===== config.mk =====
export PLATFORM = sky130hd
export DESIGN_NAME = plbdc_top
export DESIGN_NICKNAME = d
export VERILOG_FILES = /design/src/rtl/plbdc_top.v
export VERILOG_INCLUDE_DIRS = /design/src /design/src/rtl
export SDC_FILE = /design/constraint.sdc
export NUM_CORES = 1
export LEC_CHECK = 0
export BUFFER_PORTS_ARGS = -buffer_cell sky130_fd_sc_hd__buf_2
export CELL_PAD_IN_SITES_DETAIL_PLACEMENT = 1
export CELL_PAD_IN_SITES_GLOBAL_PLACEMENT = 1
export CORE_MARGIN = 4
export CORE_UTILIZATION = 29
export DETAILED_ROUTE_END_ITERATION = 16
export HOLD_SLACK_MARGIN = 0.12
export MAX_ROUTING_LAYER = met4
export PLACE_DENSITY_LB_ADDON = 0.1
export REMOVE_ABC_BUFFERS = 1
export SYNTH_ARGS = -nofsm -noshare
export SYNTH_HDL_FRONTEND = slang
export SYNTH_SLANG_ARGS = --single-unit

===== constraint.sdc =====
create_clock -name aclk -period 1.8 [get_ports aclk]
set_clock_uncertainty 0.2 [all_clocks]
set_input_delay 0.18 -clock aclk [delete_from_list [all_inputs] [get_ports aclk]]
set_output_delay 0.18 -clock aclk [all_outputs]
set_load 0.02 [all_outputs]

===== src/rtl/plbdc_defines.vh =====
// constants for the port loopback datapath control block
`ifndef PLBDC_DEFINES_VH
`define PLBDC_DEFINES_VH
// loopback selector codes
`define PLBDC_LB_NONE 2'h0
`define PLBDC_LB_FAC 2'h1
`define PLBDC_LB_TERM 2'h2
// card types
`define PLBDC_CARD_TXP 2'h0
`define PLBDC_CARD_MXP 2'h1
`define PLBDC_CARD_ADM 2'h2
// client traffic kinds
`define PLBDC_KIND_SONET 1'b0
`define PLBDC_KIND_GE 1'b1
// register byte offsets
`define PLBDC_OFF_CTRL 8'h00
`define PLBDC_OFF_STAT 8'h04
`define PLBDC_OFF_CFG 8'h08
// ctrl fields
`define PLBDC_CTRL_TRK_LSB 0
`define PLBDC_CTRL_CL0_LSB 2
`define PLBDC_CTRL_CL1_LSB 4
// cfg fields
`define PLBDC_CFG_CARD_LSB 0
`define PLBDC_CFG_KIND0 2
`define PLBDC_CFG_KIND1 3
`define PLBDC_CFG_ALMLB 4
// stat fields
`define PLBDC_ST_TERM_LSB 0
`define PLBDC_ST_FAC_LSB 3
`define PLBDC_ST_SUPP_LSB 6
`define PLBDC_ST_DEGR 9
// axi response codes
`define PLBDC_RESP_OK 2'h0
`define PLBDC_RESP_ERR 2'h2
// ais and idle patterns
`define PLBDC_AIS_WORD 32'hffff_ffff
`define PLBDC_IDLE_WORD 32'h0000_0000
`endif


===== src/rtl/plbdc_top.v =====
// loopback datapath control for a two-client one-trunk line card
//
// Function
// - client terminal loop returns trunk traffic; here only client0, a client1 terminal loop turns nothing back up the trunk
// - trunk terminal loop returns client traffic
// - turnaround sits card side of interface
// - terminate or bridge fixed per card, role
// - terminated loop forwards nothing downstream
// - bridged loop also forwards downstream
// - ais downstream when terminated or on adm sonet client override
// - adm sonet client terminal loop sends ais
// - adm ge client terminal loop squelches
// - adm trunk facility loop ais sonet clients
// - adm trunk facility loop squelches ge clients
// - adm trunk terminal loop drop and continue
// - trunk terminal loop affects all clients
// - report terminal or facility loop condition
// - suppress alarms unless alarm-on-loop set
// - facility loop returns line input outward
`timescale 1ns/1ps
`default_nettype none
`include "plbdc_defines.vh"
// two clients share one trunk; client0 rides the trunk payload slot,
// client1 only receives the trunk drop in this two-client model
// software writes requested loop selectors into ctrl; each port copies
// its request at its own frame start so a switch never cuts a frame
// terminal loops turn the stream on the card side of the interface unit,
// facility loops return what the interface unit has just received
// every datapath output is one register stage behind its source
// management service states only raise trunk_loop_degraded; the block
// never refuses a loop request, since enforcing a state would need
// a handshake with management that this block does not have
module plbdc_top (
  // clock and reset
  input wire aclk,
  input wire aresetn,
  // axi4-lite write address
  input wire [7:0] s_axi_awaddr,
  input wire s_axi_awvalid,
  output wire s_axi_awready,
  // axi4-lite write data
  input wire [31:0] s_axi_wdata,
  input wire [3:0] s_axi_wstrb,
  input wire s_axi_wvalid,
  output wire s_axi_wready,
  // axi4-lite write response
  output reg [1:0] s_axi_bresp,
  output reg s_axi_bvalid,
  input wire s_axi_bready,
  // axi4-lite read address
  input wire [7:0] s_axi_araddr,
  input wire s_axi_arvalid,
  output wire s_axi_arready,
  // axi4-lite read data
  output reg [31:0] s_axi_rdata,
  output reg [1:0] s_axi_rresp,
  output reg s_axi_rvalid,
  input wire s_axi_rready,
  // port service states from management, same clock
  input wire trunk_in_service_normal_state,
  input wire [1:0] client_in_service_normal_state,
  // raw alarms per port: trunk, client0, client1
  input wire [2:0] port_alarm_raw,
  // frame starts per stream, same clock
  input wire trunk_frame_start,
  input wire [1:0] client_frame_start,
  // received words after line interface units
  input wire [31:0] trunk_rx_data,
  input wire [31:0] client0_rx_data,
  input wire [31:0] client1_rx_data,
  // words toward line interface units
  output reg [31:0] trunk_tx_data,
  output reg [31:0] client0_tx_data,
  output reg [31:0] client1_tx_data,
  // loop conditions and alarms per port
  output reg [2:0] terminal_loop_condition,
  output reg [2:0] facility_loop_condition,
  output reg [2:0] alarm_suppressed_maintenance,
  output reg [2:0] port_alarm_out,
  // loop not fully functional (trunk loop, clients not in service; txp client loop, trunk not in service)
  output reg trunk_loop_degraded
);

  // registers
  reg [5:0] ctrl_reg; // requested selectors
  reg [4:0] cfg_reg; // card type, kinds, alarm on loop
  reg [1:0] sel_trk_reg; // active selectors, frame aligned
  reg [1:0] sel_c0_reg;
  reg [1:0] sel_c1_reg;
  // write channel holding registers; each half waits for its partner
  reg [7:0] awaddr_reg; // captured write address
  reg aw_have_reg;
  reg [31:0] wdata_reg; // captured write data
  reg [3:0] wstrb_reg;
  reg w_have_reg;
  // next values from the combinational merge and read mux
  reg [5:0] ctrl_next;
  reg [4:0] cfg_next;
  reg [31:0] rdata_next;

  // decoded controls
  wire [1:0] card = cfg_reg[`PLBDC_CFG_CARD_LSB+1:`PLBDC_CFG_CARD_LSB];
  wire kind0 = cfg_reg[`PLBDC_CFG_KIND0];
  wire kind1 = cfg_reg[`PLBDC_CFG_KIND1];
  wire alm_on_loop = cfg_reg[`PLBDC_CFG_ALMLB];
  // adm is the only card with per-client ais and squelch overrides
  wire is_adm = (card == `PLBDC_CARD_ADM);

  // write channel: take address and data in either order
  // a held half refuses the next one until both meet, and a pending
  // response blocks both so a second write cannot overrun the answer
  assign s_axi_awready = !aw_have_reg && !s_axi_bvalid;
  assign s_axi_wready = !w_have_reg && !s_axi_bvalid;
  // one read outstanding: the address waits while read data stands
  assign s_axi_arready = !s_axi_rvalid;
  // both halves present: commit this cycle, answer on the next
  wire wr_go = aw_have_reg && w_have_reg;

  // byte merge of write data into ctrl and cfg
  always @* begin
    ctrl_next = ctrl_reg;
    cfg_next = cfg_reg;
    // only byte lane 0 carries fields; upper lanes are ignored
    if (wr_go && wstrb_reg[0]) begin
      // unaligned or unmapped offsets never touch a register
      if (awaddr_reg == `PLBDC_OFF_CTRL)
        ctrl_next = wdata_reg[5:0];
      if (awaddr_reg == `PLBDC_OFF_CFG)
        cfg_next = wdata_reg[4:0];
    end
  end

  // write path sequencing and response
  always @(posedge aclk) begin
    if (!aresetn) begin
      awaddr_reg <= 8'h00;
      aw_have_reg <= 1'b0;
      wdata_reg <= 32'h0000_0000;
      wstrb_reg <= 4'h0;
      w_have_reg <= 1'b0;
      s_axi_bvalid <= 1'b0;
      s_axi_bresp <= `PLBDC_RESP_OK;
      ctrl_reg <= 6'h00;
      cfg_reg <= 5'h00;
    end else begin
      // registers take the merged value every cycle
      ctrl_reg <= ctrl_next;
      cfg_reg <= cfg_next;
      // capture each half as it is offered
      if (s_axi_awvalid && s_axi_awready) begin
        awaddr_reg <= s_axi_awaddr;
        aw_have_reg <= 1'b1;
      end
      // data may arrive before or after its address
      if (s_axi_wvalid && s_axi_wready) begin
        wdata_reg <= s_axi_wdata;
        wstrb_reg <= s_axi_wstrb;
        w_have_reg <= 1'b1;
      end
      if (wr_go) begin
        // the three mapped words answer okay, others slverr
        aw_have_reg <= 1'b0;
        w_have_reg <= 1'b0;
        s_axi_bvalid <= 1'b1;
        if (awaddr_reg == `PLBDC_OFF_CTRL || awaddr_reg == `PLBDC_OFF_CFG ||
            awaddr_reg == `PLBDC_OFF_STAT)
          s_axi_bresp <= `PLBDC_RESP_OK;
        else
          s_axi_bresp <= `PLBDC_RESP_ERR;
      end else if (s_axi_bvalid && s_axi_bready) begin
        s_axi_bvalid <= 1'b0;
      end
    end
  end

  // read mux; stat shows live conditions
  always @* begin
    rdata_next = 32'h0000_0000;
    case (s_axi_araddr)
      `PLBDC_OFF_CTRL: rdata_next[5:0] = ctrl_reg;
      `PLBDC_OFF_CFG: rdata_next[4:0] = cfg_reg;
      // stat is read only; a write to it answers okay and changes nothing
      `PLBDC_OFF_STAT: begin
        rdata_next[`PLBDC_ST_TERM_LSB+2:`PLBDC_ST_TERM_LSB] = terminal_loop_condition;
        rdata_next[`PLBDC_ST_FAC_LSB+2:`PLBDC_ST_FAC_LSB] = facility_loop_condition;
        rdata_next[`PLBDC_ST_SUPP_LSB+2:`PLBDC_ST_SUPP_LSB] = alarm_suppressed_maintenance;
        rdata_next[`PLBDC_ST_DEGR] = trunk_loop_degraded;
      end
      // unmapped offsets read as zero
      default: rdata_next = 32'h0000_0000;
    endcase
  end

  // read response, one cycle after address taken
  // arready drops while rvalid stands: half the read throughput,
  // traded for a single read data register
  always @(posedge aclk) begin
    if (!aresetn) begin
      s_axi_rvalid <= 1'b0;
      s_axi_rdata <= 32'h0000_0000;
      s_axi_rresp <= `PLBDC_RESP_OK;
    end else if (s_axi_arvalid && s_axi_arready) begin
      s_axi_rvalid <= 1'b1;
      s_axi_rdata <= rdata_next;
      if (s_axi_araddr == `PLBDC_OFF_CTRL || s_axi_araddr == `PLBDC_OFF_CFG ||
          s_axi_araddr == `PLBDC_OFF_STAT)
        s_axi_rresp <= `PLBDC_RESP_OK;
      else
        s_axi_rresp <= `PLBDC_RESP_ERR;
    end else if (s_axi_rvalid && s_axi_rready) begin
      s_axi_rvalid <= 1'b0;
    end
  end

  // selectors follow requests only at frame starts, avoiding partial frames
  // a request written mid-frame waits up to one frame period
  // before it reaches the datapath and the condition outputs
  always @(posedge aclk) begin
    if (!aresetn) begin
      sel_trk_reg <= `PLBDC_LB_NONE;
      sel_c0_reg <= `PLBDC_LB_NONE;
      sel_c1_reg <= `PLBDC_LB_NONE;
    end else begin
      if (trunk_frame_start)
        sel_trk_reg <= ctrl_reg[`PLBDC_CTRL_TRK_LSB+1:`PLBDC_CTRL_TRK_LSB];
      if (client_frame_start[0])
        sel_c0_reg <= ctrl_reg[`PLBDC_CTRL_CL0_LSB+1:`PLBDC_CTRL_CL0_LSB];
      if (client_frame_start[1])
        sel_c1_reg <= ctrl_reg[`PLBDC_CTRL_CL1_LSB+1:`PLBDC_CTRL_CL1_LSB];
    end
  end

  // loop kinds per port
  // the spare selector code decodes to no loop at all
  // facility and terminal are exclusive by encoding
  wire trk_term = (sel_trk_reg == `PLBDC_LB_TERM);
  wire trk_fac = (sel_trk_reg == `PLBDC_LB_FAC);
  wire c0_term = (sel_c0_reg == `PLBDC_LB_TERM);
  wire c0_fac = (sel_c0_reg == `PLBDC_LB_FAC);
  wire c1_term = (sel_c1_reg == `PLBDC_LB_TERM);
  wire c1_fac = (sel_c1_reg == `PLBDC_LB_FAC);

  // terminal loops all bridge on every card and role; facility loops
  // terminate on the trunk and bridge on adm/mxp clients, terminate on txp clients
  // bridging is fixed per card and role, never software settable
  wire term_bridges = 1'b1;
  wire trk_fac_bridges = 1'b0;
  wire cl_fac_bridges = (card != `PLBDC_CARD_TXP);
  // downstream is terminated when the loop does not bridge
  wire trk_cut = (trk_term && !term_bridges) || (trk_fac && !trk_fac_bridges);
  wire c0_cut = (c0_term && !term_bridges) || (c0_fac && !cl_fac_bridges);
  wire c1_cut = (c1_term && !term_bridges) || (c1_fac && !cl_fac_bridges);

  // client0 output: adm ais/squelch overrides, else loop or trunk drop
  // a trunk facility loop reaches every adm client of its kind
  // a client has one kind at a time, so ais and squelch never meet
  wire c0_ais = is_adm && kind0 == `PLBDC_KIND_SONET && (c0_term || trk_fac);
  wire c0_sq = is_adm && kind0 == `PLBDC_KIND_GE && (c0_term || trk_fac);
  wire c1_ais = is_adm && kind1 == `PLBDC_KIND_SONET && (c1_term || trk_fac);
  wire c1_sq = is_adm && kind1 == `PLBDC_KIND_GE && (c1_term || trk_fac);

  // datapath: terminal turns before the unit, facility turns after it
  always @(posedge aclk) begin
    if (!aresetn) begin
      trunk_tx_data <= `PLBDC_IDLE_WORD;
      client0_tx_data <= `PLBDC_IDLE_WORD;
      client1_tx_data <= `PLBDC_IDLE_WORD;
    end else begin
      // trunk output: client0 word, a trunk facility or client0 terminal loop replaces it
      // priority: trunk facility, client0 terminal, client0 cut, normal
      if (trk_fac)
        trunk_tx_data <= trunk_rx_data;
      else if (c0_term)
        trunk_tx_data <= trunk_rx_data;
      else if (c0_cut)
        trunk_tx_data <= `PLBDC_AIS_WORD;
      else
        trunk_tx_data <= client0_rx_data;
      // client0 output
      // priority: adm overrides, own facility, trunk terminal, trunk cut
      if (c0_sq)
        client0_tx_data <= `PLBDC_IDLE_WORD;
      else if (c0_ais)
        client0_tx_data <= `PLBDC_AIS_WORD;
      else if (c0_fac)
        client0_tx_data <= client0_rx_data;
      else if (trk_term)
        client0_tx_data <= client0_rx_data;
      else if (trk_cut)
        client0_tx_data <= `PLBDC_AIS_WORD;
      else
        client0_tx_data <= trunk_rx_data;
      // client1 output
      // mirrors client0 but is never carried up the trunk
      if (c1_sq)
        client1_tx_data <= `PLBDC_IDLE_WORD;
      else if (c1_ais)
        client1_tx_data <= `PLBDC_AIS_WORD;
      else if (c1_fac)
        client1_tx_data <= client1_rx_data;
      else if (trk_term)
        client1_tx_data <= client1_rx_data;
      else if (trk_cut)
        client1_tx_data <= `PLBDC_AIS_WORD;
      else
        client1_tx_data <= trunk_rx_data;
    end
  end

  // conditions and alarm suppression per port
  // conditions follow the active selectors, not the requests, so
  // software sees a loop only once the datapath has switched
  always @(posedge aclk) begin
    if (!aresetn) begin
      terminal_loop_condition <= 3'h0;
      facility_loop_condition <= 3'h0;
      alarm_suppressed_maintenance <= 3'h0;
      port_alarm_out <= 3'h0;
      trunk_loop_degraded <= 1'b0;
    end else begin
      terminal_loop_condition <= {c1_term, c0_term, trk_term};
      facility_loop_condition <= {c1_fac, c0_fac, trk_fac};
      alarm_suppressed_maintenance <=
        {c1_term | c1_fac, c0_term | c0_fac, trk_term | trk_fac};
      // looped ports hide raw alarms unless alarm on loop is set
      if (alm_on_loop)
        port_alarm_out <= port_alarm_raw;
      else
        port_alarm_out <= port_alarm_raw &
          ~{c1_term | c1_fac, c0_term | c0_fac, trk_term | trk_fac};
      // management duty only; flagged, not enforced
      // a trunk terminal loop with a client out of service, or a txp
      // client terminal loop with the trunk out of service
      trunk_loop_degraded <= trk_term && !(&client_in_service_normal_state) ||
        ((c0_term || c1_term) && card == `PLBDC_CARD_TXP &&
         !trunk_in_service_normal_state);
    end
  end

endmodule
`default_nettype wire


Word level (Yosys, flattened, before mapping)
Index checks and enable logic that the tools add are counted.
{ "word_totals": {"reg_bits": 159, "latchBits": 0, "ram_bits": 0, "rom_bits": 0, "inputBits": 164, "word_cells": 110, "memories": 0} }
{ "classes": {"n_addsub": 0, "multipliers": 0, "div": 0, "magnitude_cmp": 0, "n_eq_ne": 11, "shift": 0, "mux": 20, "bitwise_logic": 8, "reduce_logical": 48} }
{ "ops": {"columns": ["operator", "n"], "rows": [
  ["$mux W32", 10],
  ["$logic_and A1 B1 Y1", 21],
  ["$eq A8 B3 Y1 const B", 2],
  ["$eq A8 B4 Y1 const B", 2],
  ["$logic_not A8 Y1", 2],
  ["$pmux W5 S3", 1],
  ["$eq A2 B2 Y1 const B", 4],
  ["$logic_or A1 B1 Y1", 8],
  ["$logic_not A1 Y1", 7],
  ["$eq A2 B1 Y1 const B", 3],
  ["$reduce_and A2 Y1", 3],
  ["$reduce_bool A2 Y1", 3],
  ["$reduce_or A2 Y1", 3],
  ["$mux W1", 4],
  ["$mux W2", 2],
  ["$mux W4", 1],
  ["$and A3 B3 Y3", 1],
  ["$mux W3", 1],
  ["$not A1 Y1", 3],
  ["$not A3 Y3", 1],
  ["$or A1 B1 Y1", 3],
  ["$logic_not A2 Y1", 1],
  ["$pmux W1 S2", 1]
]} }

Longest topological paths before layout
{ "logic_depth": {"ltp_word": 6, "depth_mapped": 8, "mapped_depth_nobuf": 5} }

Least setup slack after synthesis
OpenSTA, ideal clock, no wires.
{ "synth_path": {"path_type": "register to register", "startpoint": "register sel_c0_reg[0]", "endpoint": "register client0_tx_data[0]", "setup_time_ps": 137, "t_arrival_ps": 1536, "path_slack_ps": -73, "path_stages_with_launch": 8, "n_path_buf": 2, "period_less_slack_ps": 1873, "cell_sequence": "dfxtp_1 -> inv_1 -> ha_1 -> nor2_1 -> or3_1 -> clkbuf_1 -> clkbuf_1 -> a31oi_1"} }
{ "synth_via": {"elab_chain_len": 4, "elab_cells_between_ends": 8, "classes_between": "2 x eq/ne; 2 x mux; 4 x reduce/logical"} }
{ "synth_rtl": {"columns": ["element", "line", "rtl"], "rows": [
  ["from (decl)", "plbdc_top.v:88", "reg [1:0] sel_c0_reg;"],
  ["from (signal assigned)", "plbdc_top.v:221", "sel_c0_reg <= `PLBDC_LB_NONE;"],
  ["from (signal assigned)", "plbdc_top.v:227", "sel_c0_reg <= ctrl_reg[`PLBDC_CTRL_CL0_LSB+1:`PLBDC_CTRL_CL0_LSB];"],
  ["$eq A2 B2 Y1 (no source line) *", null, null],
  ["via c0_term", "plbdc_top.v:238", "wire c0_term = (sel_c0_reg == `PLBDC_LB_TERM);"],
  ["$logic_or A1 B1 Y1 *", "plbdc_top.v:257, plbdc_top.v:258", null],
  ["$logic_and A1 B1 Y1 (on tied branches)", "plbdc_top.v:257, plbdc_top.v:258", null],
  ["$mux W32 / $reduce_or A2 Y1 (equally long branches)", null, null],
  ["to (signal assigned)", "plbdc_top.v:282", "client0_tx_data <= `PLBDC_IDLE_WORD;"],
  ["to (signal assigned)", "plbdc_top.v:284", "client0_tx_data <= `PLBDC_AIS_WORD;"],
  ["to (signal assigned)", "plbdc_top.v:286", "client0_tx_data <= client0_rx_data;"],
  ["to (decl)", "plbdc_top.v:73", "output reg [31:0] client0_tx_data,"]
]} }
Mark *: on every way through the listed nets, which the timed path passes. The rest lies on a longest branch.
A chain may end at the register's enable or synchronous reset.

Worst setup path in the final report
{ "layout_path": {"startpoint": "register sel_trk_reg[1]", "endpoint": "register trunk_tx_data[30]"} }
{ "layout_via": {"elab_chain_len": 2} }
{ "layout_rtl": {"columns": ["element", "line", "rtl"], "rows": [
  ["from (decl)", "plbdc_top.v:87", "reg [1:0] sel_trk_reg;"],
  ["from (signal assigned)", "plbdc_top.v:220", "sel_trk_reg <= `PLBDC_LB_NONE;"],
  ["from (signal assigned)", "plbdc_top.v:225", "sel_trk_reg <= ctrl_reg[`PLBDC_CTRL_TRK_LSB+1:`PLBDC_CTRL_TRK_LSB];"],
  ["$eq A2 B1 Y1 (no source line)", null, null],
  ["via trk_cut", "plbdc_top.v:250", "wire trk_cut = (trk_term && !term_bridges) || (trk_fac && !trk_fac_bridges);"],
  ["$mux W32", "plbdc_top.v:271", "if (trk_fac)"],
  ["to (signal assigned)", "plbdc_top.v:272", "trunk_tx_data <= trunk_rx_data;"],
  ["to (signal assigned)", "plbdc_top.v:274", "trunk_tx_data <= trunk_rx_data;"],
  ["to (signal assigned)", "plbdc_top.v:276", "trunk_tx_data <= `PLBDC_AIS_WORD;"],
  ["to (decl)", "plbdc_top.v:72", "output reg [31:0] trunk_tx_data,"]
]} }
The timed path passes the listed nets, and every way through them passes these cells.

==> impl_metrics.env <==
export IMPL_initial_utilization=0.297
export IMPL_drcViolationCount=0
export IMPL_use_met3=0.0452
export IMPL_criticalPathCategory="register to register"
export IMPL_ys_ff_latch=157
export IMPL_power_total_uw=8530
export IMPL_die_h_um=153
export IMPL_synth_warnings=0
export IMPL_crit_buf_inv=2
export IMPL_synthTopCellsByCount="dfxtp_1, nand2_1, o21ai_0"
export IMPL_failed_checks="negative hold slack"
export IMPL_hpwlAfterDp_um=16500
export IMPL_final_area_sq_um=9910
export IMPL_grt_met2_usage=0.380
export IMPL_drv_slew=0
export IMPL_holdWs_ns=-0.00995
export IMPL_ios=314
export IMPL_diodes=0
export IMPL_critical_path_peak_fanout=21
export IMPL_place_gp_congestion=0.809
export IMPL_cp_arrival_ns=1.81
export IMPL_cp_slowest_stage_delay_ns=0.36
export IMPL_drt_iter0_markers=230
export IMPL_cts_root_buf="clkbuf_16"
export IMPL_cpMaxStageDelayCell="dfxtp_1"
export IMPL_nets=1206
export IMPL_top_regs="client0_tx_data x32, client1_tx_data x32, trunk_tx_data x32"
export IMPL_crit_chain="inv_1 -> ha_4 -> nor2_4 -> o31ai_4 -> buf_12 -> o221a_2"
export IMPL_vias=6419
export IMPL_holdCritPathClass="primary input to register"
export IMPL_clk_latency_ns=0.42
export IMPL_clockBufferDepth=2
export IMPL_required_ns=1.91
export IMPL_coreArea_sq_um=20400
export IMPL_grt_max_degree=34
export IMPL_drv_cap=0
export IMPL_cp_end_kind="register"
export IMPL_dieArea_sq_um=23300
export IMPL_synth_cells=642
export IMPL_grt_usage=0.217
export IMPL_globalRouteOverflowTotal=0
export IMPL_first_global_vias=7010
export IMPL_rows=52
export IMPL_yosysUniqueCellTypes=39
export IMPL_syn_avg_cell_area_sq_um=9.46
export IMPL_first_pass_iters=4
export IMPL_ant_nets=0
export IMPL_portBuffers=260
export IMPL_wl_per_cell_um=19.1
export IMPL_ctsHtreeMaxLevel=4
export IMPL_grt_busiest_layer="met2"
export IMPL_yosysTopAreaCell="dfxtp_1"
export IMPL_numCtsBuffers=17
export IMPL_synth_area_leaders="dfxtp_1, a31oi_1, o221a_2"
export IMPL_clkTransAtPathRegs_ns=0.07
export IMPL_syn_area_sq_um=6070
export IMPL_outcome="finished with violations"
export IMPL_antenna_found_initial=0
export IMPL_crit_family="compound AO/OA/AOI/OAI gates"
export IMPL_grtUsageMet1=0.249
export IMPL_cts_sinks=157
export IMPL_leakage_uw=0.00444
export IMPL_post_synth_top_area_fraction=0.518
export IMPL_place_area_sq_um=7880
export IMPL_vdd_drop_max_v=0.000596
export IMPL_max_freq_ghz=0.586
export IMPL_drive_gt1_frac=0.374
export IMPL_min_period_over_period=0.948
export IMPL_wl_um=25200
export IMPL_p_per_area_nw_per_um2=861
export IMPL_setup_viol=0
export IMPL_cts_tree="yes"
export IMPL_die_w_um=153
export IMPL_synth_main_ff_cell="dfxtp_1"
export IMPL_hold_violations=1
export IMPL_synth_seq_area_share=0.518
export IMPL_layout_min_cycle_time_ns=1.71
export IMPL_viasPerCell=4.87
export IMPL_syn_to_final_growth_pct=63.1
export IMPL_synth_edf_count=0
export IMPL_grt_pass1_wl_um=39200
export IMPL_cp_start_kind="register"
export IMPL_cts_hold_buf=132
export IMPL_synthArstFlopShare=0
export IMPL_yosysMostFrequentCell="dfxtp_1"
[report_power, final]
| part | leakage [uW] | internal [uW] | switching [uW] |
|---|---|---|---|
| clock | 0.000285 | 2120 | 1580 |
| sequential | 0.00130 | 3630 | 57.9 |
| combinational | 0.00286 | 549 | 602 |
| total | 0.00444 | 6290 | 2240 |
[worst reg2reg max path: stages (launching register included)]
cell,delay [ns]
dfxtp_1,0.36
inv_1,0.08
ha_4,0.18
nor2_4,0.18
o31ai_4,0.14
buf_12,0.18
o221a_2,0.27
[cells in the final DEF (no fill, tap or decap), types with 3 or more instances in the layout]
cell type / synthesis / routed
dfxtp_2: 0 / 3
clkinvlp_4: 0 / 3
inv_1: 13 / 13
inv_6: 0 / 4
nor2b_1: 3 / 3
buf_12: 0 / 13
o21ai_0: 66 / 66
dlygate4sd3_1: 0 / 131
conb_1: 1 / 24
clkbuf_16: 0 / 18
a31oi_1: 64 / 62
ha_2: 0 / 3
a32o_1: 3 / 3
nor2_1: 33 / 30
dfxtp_1: 157 / 154
a21oi_1: 5 / 5
mux2_2: 5 / 5
a222oi_1: 5 / 5
o221a_2: 32 / 32
mux2i_1: 33 / 33
o211a_1: 4 / 4
buf_2: 7 / 260
nand2b_1: 4 / 4
a211oi_1: 4 / 3
buf_4: 24 / 27
o31ai_4: 0 / 3
and2_1: 5 / 5
nand2_1: 91 / 91
[through the flow]
step | TNS (ns) | worst slack [ns] | cells | util
finish | 0 | 0.0933 | 1319 | 0.485
global route | -0.000117 | -0.000117 | 1319 | 0.485
floorplan | -214.81 | -2.55 | 584 | -
global placement | -0.0339 | -0.0339 | 1151 | 0.386
CTS | 0 | 0.00568 | 1317 | 0.481
detailed placement | -0.681 | -0.0601 | 1151 | 0.386
[metal layers]
layer	routed length [um]	share of wire	vias up
met2	12700	0.51	261
met1	10300	0.41	3070
li1	-	-	3046
met4	584	0.023	0
met3	1580	0.063	42
met5	0	0	-
[cell families after synthesis]
group | synth area share
other | 0.000618
AND/OR/NAND/NOR | 0.112
flip-flops | 0.518
multiplexers | 0.0637
adder cells (fa/ha/maj) | 0.0124
buffers and inverters | 0.0750
AO/OA/AOI/OAI | 0.219
[repair_timing]
action / 4_1_cts / 5_1_grt
endpoints found under the hold margin: 139 / 2
buffers inserted: 2 / 1
cloned: 0 / 1
endpoints found under the setup margin: 39 / 93
pin swaps: 1 / 4
gates resized for setup: 1 / 12
[path summary, 6_finish.rpt]
path	startpoint	to	slack [ns]	cells past startpoint
worst max-delay path	sel_trk_reg[1]$_SDFFE_PN0P_	trunk_tx_data[30]$_SDFF_PN0_	0.09	6
worst min-delay path	s_axi_araddr[5]	s_axi_rdata[5]$_SDFFE_PN0P_	-0.01	4
worst max register to register	sel_trk_reg[1]$_SDFFE_PN0P_	trunk_tx_data[30]$_SDFF_PN0_	0.09	6
worst min register to register	wdata_reg[5]$_SDFFE_PN0P_	ctrl_reg[5]$_SDFFE_PN0P_	0.27	2
[cell type report]
class / instances / area [sq um]
Fill cell: 2375 / 10500
Sequential cell: 157 / 3150
Timing Repair Buffer: 433 / 3110
Multi-Input combinational cell: 413 / 2660
Clock buffer: 19 / 443
Tap cell: 270 / 338
Clock inverter: 13 / 154
Inverter: 14 / 52.6
Power figures use the tool's default switching activity.
